<file path="src/hw/fpr_pkg.sv">
package fpr_pkg;
    // clock rate
    localparam int CLK_MHZ = 200;
    // register byte offsets
    localparam logic [7:0] CFG_OFFSET = 8'h00;
    localparam logic [7:0] STATUS_OFFSET = 8'h04;
    // config field positions
    localparam int RATE_LSB = 0;
    localparam int RAMP_EN_BIT = 3;
    localparam int TACH_SYNC_BIT = 4;
    localparam int MIN_OUT1_BIT = 5;
    localparam int MIN_OUT2_BIT = 6;
    localparam int MIN_OUT3_BIT = 7;
    // config reset value: ramp off, slowest rate, off below threshold
    localparam logic [7:0] CFG_RESET = 8'h00;
    // status field positions
    localparam int STAT_BUSY_BIT = 8;
    // a full 33%..100% ramp at code 000 spans 171 duty steps in 35 s
    localparam int RAMP_FULL_TIME_MS = 35000;
    localparam int RAMP_SPAN_STEPS = 171;
    localparam int SLOT_TIME_US = (RAMP_FULL_TIME_MS * 1000) / RAMP_SPAN_STEPS;
    localparam int SLOT_CYCLES = SLOT_TIME_US * CLK_MHZ;

    // duty increase per time slot for each rate code
    function automatic logic [7:0] fpr_step_size(input logic [2:0] rate);
        case (rate)
            3'h0: fpr_step_size = 8'h01;
            3'h1: fpr_step_size = 8'h02;
            3'h2: fpr_step_size = 8'h03;
            3'h3: fpr_step_size = 8'h05;
            3'h4: fpr_step_size = 8'h08;
            3'h5: fpr_step_size = 8'h0C;
            3'h6: fpr_step_size = 8'h18;
            default: fpr_step_size = 8'h30;
        endcase
    endfunction : fpr_step_size

    // ramp engine states
    typedef enum logic [0:0] {
        RAMP_HOLD = 1'b0,
        RAMP_MOVE = 1'b1
    } fpr_ramp_state_type;
endpackage : fpr_pkg

</file>
<file path="src/hw/fpr_ramp_if.sv">
`timescale 1ns/1ps
// link between the register block and the output 1 ramp engine
interface fpr_ramp_if;
    logic enable; // ramping on
    logic [2:0] rate; // rate code
    logic [7:0] target; // newly computed duty
    logic [7:0] duty; // applied duty
    logic busy; // duty not yet at target
    modport ctrl (output enable, output rate, output target, input duty, input busy);
    modport engine (input enable, input rate, input target, output duty, output busy);
endinterface : fpr_ramp_if

</file>
<file path="src/hw/fpr_ramp.sv">
`timescale 1ns/1ps
// duty ramp engine for fan drive output 1
module fpr_ramp
    import fpr_pkg::*;
#(
    parameter int SLOT_LEN = SLOT_CYCLES
)
(
    input wire logic clock,
    input wire logic rst_b,
    fpr_ramp_if.engine rif
);
    fpr_ramp_state_type state, next_state; // moving or settled
    logic [31:0] slotCount, next_slotCount; // cycles into current slot
    logic [7:0] duty, next_duty; // applied duty
    logic slotTick; // last cycle of a slot
    logic [7:0] step; // increase for this slot
    logic [8:0] upSum; // wide to catch overflow

    assign slotTick = (slotCount == 32'(SLOT_LEN - 1));
    assign step = fpr_step_size(rif.rate);
    assign upSum = {1'b0, duty} + {1'b0, step};

    // next-state: free-running slot timer, step clamped at target
    always_comb
    begin
        next_slotCount = slotTick ? 32'h0000_0000 : slotCount + 32'h0000_0001;
        next_duty = duty;
        next_state = state;
        if (!rif.enable)
        begin
            // no stepping: follow target at once
            next_duty = rif.target;
            next_state = RAMP_HOLD;
        end
        else
        begin
            case (state)
                RAMP_HOLD:
                begin
                    if (duty != rif.target)
                    begin
                        next_state = RAMP_MOVE;
                    end
                end
                RAMP_MOVE:
                begin
                    if (duty == rif.target)
                    begin
                        next_state = RAMP_HOLD;
                    end
                    else if (slotTick)
                    begin
                        // one step per slot, never past target
                        if (rif.target > duty)
                        begin
                            next_duty = (upSum > {1'b0, rif.target}) ? rif.target : upSum[7:0];
                        end
                        else
                        begin
                            next_duty = ((duty - rif.target) < step) ? rif.target : duty - step;
                        end
                    end
                end
                default:
                begin
                    next_state = RAMP_HOLD;
                end
            endcase
        end
    end

    // registers only
    always_ff @(posedge clock)
    begin
        if (!rst_b)
        begin
            state <= RAMP_HOLD;
            slotCount <= 32'h0000_0000;
            duty <= 8'h00;
        end
        else
        begin
            state <= next_state;
            slotCount <= next_slotCount;
            duty <= next_duty;
        end
    end

    assign rif.duty = duty;
    assign rif.busy = (state == RAMP_MOVE);

    // duty moves only on a slot boundary while ramping
    a_ramp_slot_only: assert property (@(posedge clock) disable iff (!rst_b)
        rif.enable && $past(rif.enable) && !$past(slotTick) && $past(rst_b) |-> duty == $past(duty))
        else $error("ramp moved outside a slot boundary");
    // upward step equals the rate's size unless clamped
    a_ramp_step_size: assert property (@(posedge clock) disable iff (!rst_b)
        rif.enable && state == RAMP_MOVE && slotTick && rif.target > upSum ##1 rif.enable
        |-> duty == $past(upSum[7:0]))
        else $error("ramp step size wrong");
    // disabled means direct follow
    a_ramp_direct: assert property (@(posedge clock) disable iff (!rst_b)
        !rif.enable |=> duty == $past(rif.target))
        else $error("duty not applied directly");
    // slot timer restarts at zero after the last cycle of a slot
    a_slot_period: assert property (@(posedge clock) disable iff (!rst_b)
        slotTick |=> slotCount == 32'h0000_0000)
        else $error("slot timer wrong");
    c_ramp_up: cover property (@(posedge clock) disable iff (!rst_b)
        rif.enable && slotTick && state == RAMP_MOVE && rif.target > duty);
    c_ramp_down: cover property (@(posedge clock) disable iff (!rst_b)
        rif.enable && slotTick && state == RAMP_MOVE && rif.target < duty);
endmodule : fpr_ramp

</file>
<file path="src/hw/fpr_top.sv">
// Our own choices: the address map and the APB slave port.
`timescale 1ns/1ps
module fpr_top
    import fpr_pkg::*;
#(
    parameter int SLOT_LEN = SLOT_CYCLES
)
(
    input wire logic clock,
    input wire logic rst_b,
    input wire logic psel,
    input wire logic penable,
    input wire logic pwrite,
    input wire logic [7:0] paddr,
    input wire logic [31:0] pwdata,
    output logic [31:0] prdata,
    output logic pready,
    output logic pslverr,
    input wire logic autoMode,
    input wire logic [2:0] belowThresh,
    input wire logic [7:0] calcDuty1,
    input wire logic [7:0] calcDuty2,
    input wire logic [7:0] calcDuty3,
    input wire logic [7:0] minDuty1,
    input wire logic [7:0] minDuty2,
    input wire logic [7:0] minDuty3,
    output logic [7:0] fanDrive1,
    output logic [7:0] fanDrive2,
    output logic [7:0] fanDrive3,
    output logic [2:0] tachSyncEn
);
    // register and bus answer state
    logic [7:0] cfg, next_cfg; // acoustic ramp config
    logic [31:0] next_prdata; // read data
    logic next_pready; // one wait state
    logic next_pslverr; // unmapped address
    // fan side state
    logic [7:0] target1; // output 1 target before ramp
    logic [7:0] next_fanDrive2, next_fanDrive3; // directly driven outputs
    logic [2:0] next_tachSyncEn; // tach inputs tied to output 3
    // decode of the live transfer
    logic access; // access phase, answer given
    logic hitCfg, hitStat; // address decode

    // carrier to the output 1 ramp engine; enable, rate and target go out
    fpr_ramp_if rif();

    // pick target: below threshold gives 0% or minimum in auto mode
    // the auto flag is an argument so every caller sees it move; a function
    // reading module state behind a continuous assign would miss that change
    function automatic logic [7:0] below_pick(input logic autoOn, input logic below, input logic useMin,
                                               input logic [7:0] minDuty, input logic [7:0] calc);
        if (autoOn && below)
        begin
            below_pick = useMin ? minDuty : 8'h00;
        end
        else
        begin
            below_pick = calc;
        end
    endfunction : below_pick

    // the answer is taken at the edge where the master sees pready
    assign access = psel && penable && pready;
    assign hitCfg = (paddr == CFG_OFFSET);
    assign hitStat = (paddr == STATUS_OFFSET);
    // output 1 target feeds the ramp, so below-threshold levels ramp too
    assign target1 = below_pick(autoMode, belowThresh[0], cfg[MIN_OUT1_BIT], minDuty1, calcDuty1);

    // register bus: write lands at the edge where pready is high
    // pready comes one cycle into access so read data leaves a flop
    always_comb
    begin
        next_cfg = cfg;
        next_pready = psel && penable && !pready;
        next_prdata = 32'h0000_0000;
        next_pslverr = 1'b0;
        // status writes fall through and are dropped without error
        if (access && pwrite && hitCfg)
        begin
            next_cfg = pwdata[7:0];
        end
        if (psel && penable && !pready)
        begin
            // answer prepared during the wait cycle
            next_pslverr = !(hitCfg || hitStat);
            if (!pwrite && hitCfg)
            begin
                next_prdata = {24'h00_0000, cfg};
            end
            else if (!pwrite && hitStat)
            begin
                next_prdata = {23'h00_0000, rif.busy, rif.duty};
            end
        end
    end

    // fan outputs and tach sync selection
    // outputs 2 and 3 have no ramp here; they follow one cycle late
    always_comb
    begin
        next_fanDrive2 = below_pick(autoMode, belowThresh[1], cfg[MIN_OUT2_BIT], minDuty2, calcDuty2);
        next_fanDrive3 = below_pick(autoMode, belowThresh[2], cfg[MIN_OUT3_BIT], minDuty3, calcDuty3);
        // inputs 3 and 4 always follow output 3; input 2 only with sync set
        next_tachSyncEn = {2'b11, cfg[TACH_SYNC_BIT]};
    end

    // bus registers only
    // one wait state is the price of a registered answer
    always_ff @(posedge clock)
    begin
        if (!rst_b)
        begin
            cfg <= CFG_RESET;
            prdata <= 32'h0000_0000;
            pready <= 1'b0;
            pslverr <= 1'b0;
        end
        else
        begin
            cfg <= next_cfg;
            prdata <= next_prdata;
            pready <= next_pready;
            pslverr <= next_pslverr;
        end
    end

    // fan output registers only
    // reset leaves inputs 3 and 4 synced and input 2 free, as with bit 4 clear
    always_ff @(posedge clock)
    begin
        if (!rst_b)
        begin
            fanDrive2 <= 8'h00;
            fanDrive3 <= 8'h00;
            tachSyncEn <= 3'h6;
        end
        else
        begin
            fanDrive2 <= next_fanDrive2;
            fanDrive3 <= next_fanDrive3;
            tachSyncEn <= next_tachSyncEn;
        end
    end

    // ramp engine for output 1; its duty is already a flop
    // rate and enable go straight from config, so a new rate acts at the next slot
    assign rif.enable = cfg[RAMP_EN_BIT];
    assign rif.rate = cfg[RATE_LSB +: 3];
    assign rif.target = target1;
    assign fanDrive1 = rif.duty;

    fpr_ramp #(.SLOT_LEN(SLOT_LEN)) u_ramp (
        .clock(clock),
        .rst_b(rst_b),
        .rif(rif.engine)
    );

    // config reads zero right after reset
    a_cfg_reset: assert property (@(posedge clock) !rst_b |=> cfg == 8'h00)
        else $error("config not zero after reset");
    // ramp enable follows bit 3
    a_ramp_enable: assert property (@(posedge clock) disable iff (!rst_b)
        !cfg[RAMP_EN_BIT] |=> fanDrive1 == $past(target1))
        else $error("output 1 stepped while ramping off");
    // sync bit set ties input 2
    a_tach_sync_on: assert property (@(posedge clock) disable iff (!rst_b)
        cfg[TACH_SYNC_BIT] |=> tachSyncEn == 3'h7)
        else $error("tach 2 not synced");
    // sync bit clear leaves input 2 free
    a_tach_sync_off: assert property (@(posedge clock) disable iff (!rst_b)
        !cfg[TACH_SYNC_BIT] |=> tachSyncEn == 3'h6)
        else $error("tach sync wrong with bit clear");
    // output 1 below threshold, ramp off
    a_min_out1: assert property (@(posedge clock) disable iff (!rst_b)
        autoMode && belowThresh[0] && !cfg[RAMP_EN_BIT]
        |=> fanDrive1 == ($past(cfg[MIN_OUT1_BIT]) ? $past(minDuty1) : 8'h00))
        else $error("output 1 below threshold wrong");
    // output 2 below threshold
    a_min_out2: assert property (@(posedge clock) disable iff (!rst_b)
        autoMode && belowThresh[1] |=> fanDrive2 == ($past(cfg[MIN_OUT2_BIT]) ? $past(minDuty2) : 8'h00))
        else $error("output 2 below threshold wrong");
    // output 2 outside the below-threshold case passes its computed duty
    a_pass_out2: assert property (@(posedge clock) disable iff (!rst_b)
        !(autoMode && belowThresh[1]) |=> fanDrive2 == $past(calcDuty2))
        else $error("output 2 duty not passed through");
    // output 3 below threshold
    a_min_out3: assert property (@(posedge clock) disable iff (!rst_b)
        autoMode && belowThresh[2] |=> fanDrive3 == ($past(cfg[MIN_OUT3_BIT]) ? $past(minDuty3) : 8'h00))
        else $error("output 3 below threshold wrong");
    // output 3 outside the below-threshold case passes its computed duty
    a_pass_out3: assert property (@(posedge clock) disable iff (!rst_b)
        !(autoMode && belowThresh[2]) |=> fanDrive3 == $past(calcDuty3))
        else $error("output 3 duty not passed through");
    // a write to config is visible the next cycle
    a_cfg_write: assert property (@(posedge clock) disable iff (!rst_b)
        access && pwrite && hitCfg |=> cfg == $past(pwdata[7:0]))
        else $error("config write lost");
    // config read returns the stored byte with upper bits zero
    a_cfg_readback: assert property (@(posedge clock) disable iff (!rst_b)
        psel && penable && !pready && !pwrite && hitCfg |=> prdata == {24'h00_0000, $past(cfg)})
        else $error("config read data wrong");
    // unmapped address answers with an error and zero data
    a_bad_addr: assert property (@(posedge clock) disable iff (!rst_b)
        psel && penable && !pready && !(hitCfg || hitStat) |=> pslverr && prdata == 32'h0000_0000)
        else $error("unmapped access not refused");
    // status is read-only: a write there leaves config alone
    a_status_readonly: assert property (@(posedge clock) disable iff (!rst_b)
        access && pwrite && hitStat |=> cfg == $past(cfg))
        else $error("status write changed config");
    // ready stands one cycle per transfer
    a_pready_pulse: assert property (@(posedge clock) disable iff (!rst_b)
        pready |=> !pready)
        else $error("ready held too long");

    // main scenarios
    c_cfg_write: cover property (@(posedge clock) disable iff (!rst_b) access && pwrite && hitCfg);
    c_below_min: cover property (@(posedge clock) disable iff (!rst_b)
        autoMode && belowThresh[0] && cfg[MIN_OUT1_BIT]);
    c_bad_addr: cover property (@(posedge clock) disable iff (!rst_b) pready && pslverr);
endmodule : fpr_top

</file>
<file path="config.mk">
export PLATFORM = sky130hd
export DESIGN_NAME = fpr_top
export DESIGN_NICKNAME = d
export VERILOG_FILES = /design/src/hw/fpr_pkg.sv /design/src/hw/fpr_ramp_if.sv /design/src/hw/fpr_ramp.sv /design/src/hw/fpr_top.sv
export SDC_FILE = /design/constraint.sdc
export NUM_CORES = 1
export LEC_CHECK = 0
export BUFFER_PORTS_ARGS = -buffer_cell sky130_fd_sc_hd__buf_2
export CORE_MARGIN = 10
export CORE_UTILIZATION = 40
export CTS_CLUSTER_SIZE = 40
export DETAILED_ROUTE_END_ITERATION = 10
export PLACE_DENSITY = 0.78
export SLEW_MARGIN = 20
export SYNTH_ARGS = -nofsm -noshare
export SYNTH_HDL_FRONTEND = slang
export SYNTH_HIERARCHICAL = 1
export SYNTH_SLANG_ARGS = --single-unit
</file>
<file path="constraint.sdc">
create_clock -name clock -period 5.25 [get_ports clock]
set_clock_uncertainty 0.2 [all_clocks]
set_input_delay 1.575 -clock clock [delete_from_list [all_inputs] [get_ports clock]]
set_output_delay 1.575 -clock clock [all_outputs]
set_load 0.03 [all_outputs]
</file>
==> results.cfg <==
[grt]
grt_antenna_before_repair = 0
grt_pass1_vias = 4935
grtUsageTotal_pct = 16.38
grt_pass1_wl_um = 24130
gr-total-overflow = 0
grt_max_degree = 36

[placed_design]
dp_slack_ns = -0.1590
gp_congestion = 0.9341
io_buffers = 108
dp_hpwl_um = 11800
place_inst = 923
placed_cell_area_mm2 = 0.005971

[synth]
yosysSeqAreaShare_pct = 30.12
synth_commonest_cells = nand2_1, dfxtp_1, nor2_1
synth-main-ff-cell = dfxtp_1
synth_edf_count = 0
synth-seq-cells = 77
syn_avg_cell_area_um2 = 8.084
async_flop_share_pct = 0
ys_types = 64
synth.area.top_cells = dfxtp_1, ha_1, nand2_1, nor2_1, xnor2_1
synth_top_cell_by_area = dfxtp_1
synth_top_cell_area_share_pct = 30.12
yosys_warnings = 6
synth_area_mm2 = 0.005117
synth_most_common_cell = nand2_1
synthCells = 633

[sta]
rsz0062_at_grt = no
slew_viol_final = 0
fin_crit_ns = 5.014
hold_violations = 0
fmax_mhz = 199.4
relSlewSlack_pct = 48.40
fin_ws_ns = 0.2359
setup_viol = 0
worstMarginPinSlew_ns = 0.7729
period_share_pct = 95.51

[clock_network]
numCtsBuffers = 9
clk_pin_slew_worst_paths_ns = 0.06
cts_root_buf = clkbuf_16
cts.sinks = 77
clkLatencyLatePin_ns = 0.34
cts_buffer_depth = 2
cts_tree = yes
htree_levels = 3

[drt]
wl_per_cell_um = 15.83
drt-pass1-iter-count = 4
num_vias = 4950
drc = 0
viasPerCell = 5.272
ant_nets = 0
wl_um = 14860
drt_iter0_drc = 327

[setup_path]
required_ns = 5.30
critPathKind = input pin to flip-flop
worstSetupEndpointType = flip-flop
cp_max_fo = 10
cp-start-kind = input pin
cp.arrival_ns = 5.06

[floorplanning]
io_pins = 158
fp-row-count = 41
start_util_pct = 40.72
die_x_um = 133.1
core_mm2 = 0.01257
die-area_mm2 = 0.01772
die_y_um = 133.1

[layout]
fin_cells = 939
postLayoutCellArea_mm2 = 0.006295
area_delta_synth_final_pct = 23.01
drive_gt1_share_pct = 22.82
seqCellArea_mm2 = 0.001541
diodes = 0
multi_input_area_mm2 = 0.003287
fillers = 1181
finalNetCount = 896

[power_and_ir_drop]
total_power_mw = 1.625
powerDensity_mw_per_mm2 = 258.1
p_leak_nw = 2.734
ir_drop_mv = 0.1842

[status]
status = completed

[flow_run]
maxCapViolCount = 0

[hold_path]
hold_path_class = flip-flop to flip-flop
layout make-up:
cell class / instances / share of cell area [%]
well taps: 172 / 3.419
clock inverters: 5 / 1.332
clock buffers: 11 / 3.697
flip-flops and latches: 77 / 24.49
inverters: 33 / 1.968
repair buffers: 144 / 12.88
multi-input cells: 497 / 52.22
kinds of logic after synthesis:
kind of cell	count (synthesis)	synth area share [%]
AND/OR/NAND/NOR	263	25.94
AO/OA/AOI/OAI	110	15.18
other	2	0.1468
multiplexers	19	3.716
XOR/XNOR	43	7.359
buffers and inverters	82	8.044
adder cells (fa/ha/maj)	37	9.487
flip-flops	77	30.12
metrics by stage:
step / hold slack (ns) / setup TNS [ns] / util, %
after detailed placement: 0.2353 / -0.5101 / 47.51
after global placement: 0.2386 / 0 / 47.51
after floorplan: 0.2156 / 0 / -
after CTS: 0.2476 / 0 / 50.02
after global routing: 0.2783 / 0 / 50.08
final: 0.2514 / 0 / 50.08
path summary, 6_finish.rpt:
check	from	to	slack [ns]	depth (start not counted)
max	autoMode	u_ramp/rif.duty[4]$_SDFFE_PN0P_	0.24	19
max reg2reg	cfg[0]$_SDFFE_PN0P_	u_ramp/rif.duty[1]$_SDFFE_PN0P_	0.65	16
min	u_ramp/rif.busy$_SDFF_PN0_	prdata[8]$_SDFF_PP0_	0.25	2
min reg2reg	u_ramp/rif.busy$_SDFF_PN0_	prdata[8]$_SDFF_PP0_	0.25	2
report_power, final:
part	total, mW	leakage (nW)	switching, mW	internal [mW]
Clock	0.668	0.146	0.250	0.418
Combinational	0.346	1.96	0.208	0.138
Sequential	0.611	0.626	0.0140	0.597
repair_timing:
action / CTS / global route
setup endpoints to repair: 0 / 6
setup buffers: 0 / 0
resized for setup: 0 / 4
hold buffers: 0 / 0
sequential cells by signal (all words and copies together), names as in the netlist:
| register | count |
|---|---|
| u_ramp/rif.busy | 1 |
| pslverr | 1 |
| prdata | 9 |
| tachSyncEn | 1 |
| fanDrive2 | 8 |
| pready | 1 |
| fanDrive3 | 8 |
| u_ramp/rif.duty | 8 |
| cfg | 8 |
| u_ramp/slotCount | 32 |
placed cells by master, fill, tap and decap left out, types with 4 or more instances in the layout:
master,n
xnor2_1,25
nand2b_1,6
nand3_1,24
and3_1,4
a21boi_0,16
nor2b_1,11
nor2_1,71
conb_1,25
clkbuf_16,9
nand4_1,25
nor4_1,8
nand2_1,81
dfxtp_1,77
buf_4,36
mux2i_1,19
a21o_1,4
xor2_1,18
o31a_1,5
o21a_1,4
ha_1,33
a211o_1,4
a21oi_1,15
buf_2,108
inv_1,33
o21ai_0,23
nor3_1,7
metal layers:
metal / vias up / routed length [um] / GRT usage, %
met5: - / 0 / 0
met4: 0 / 228 / 5.200
met1: 2293 / 6419 / 19.95
li1: 2432 / - / -
met3: 18 / 1343 / 5.113
met2: 207 / 6870 / 26.95
worst max-delay path: stages:
cell	delay, ns
buf_2	0.13
nand2_2	0.16
buf_4	0.15
nand2_1	0.05
o21ai_0	0.10
inv_1	0.15
ha_4	0.26
a21o_1	0.20
a21oi_2	0.17
nand2_1	0.09
xor2_1	0.16
ha_1	0.29
a21oi_1	0.17
o21ai_0	0.10
a221oi_1	0.24
nand4_1	0.17
o21a_1	0.26
or4_1	0.52
o311ai_1	0.09
(Power assumes the default switching activity.)
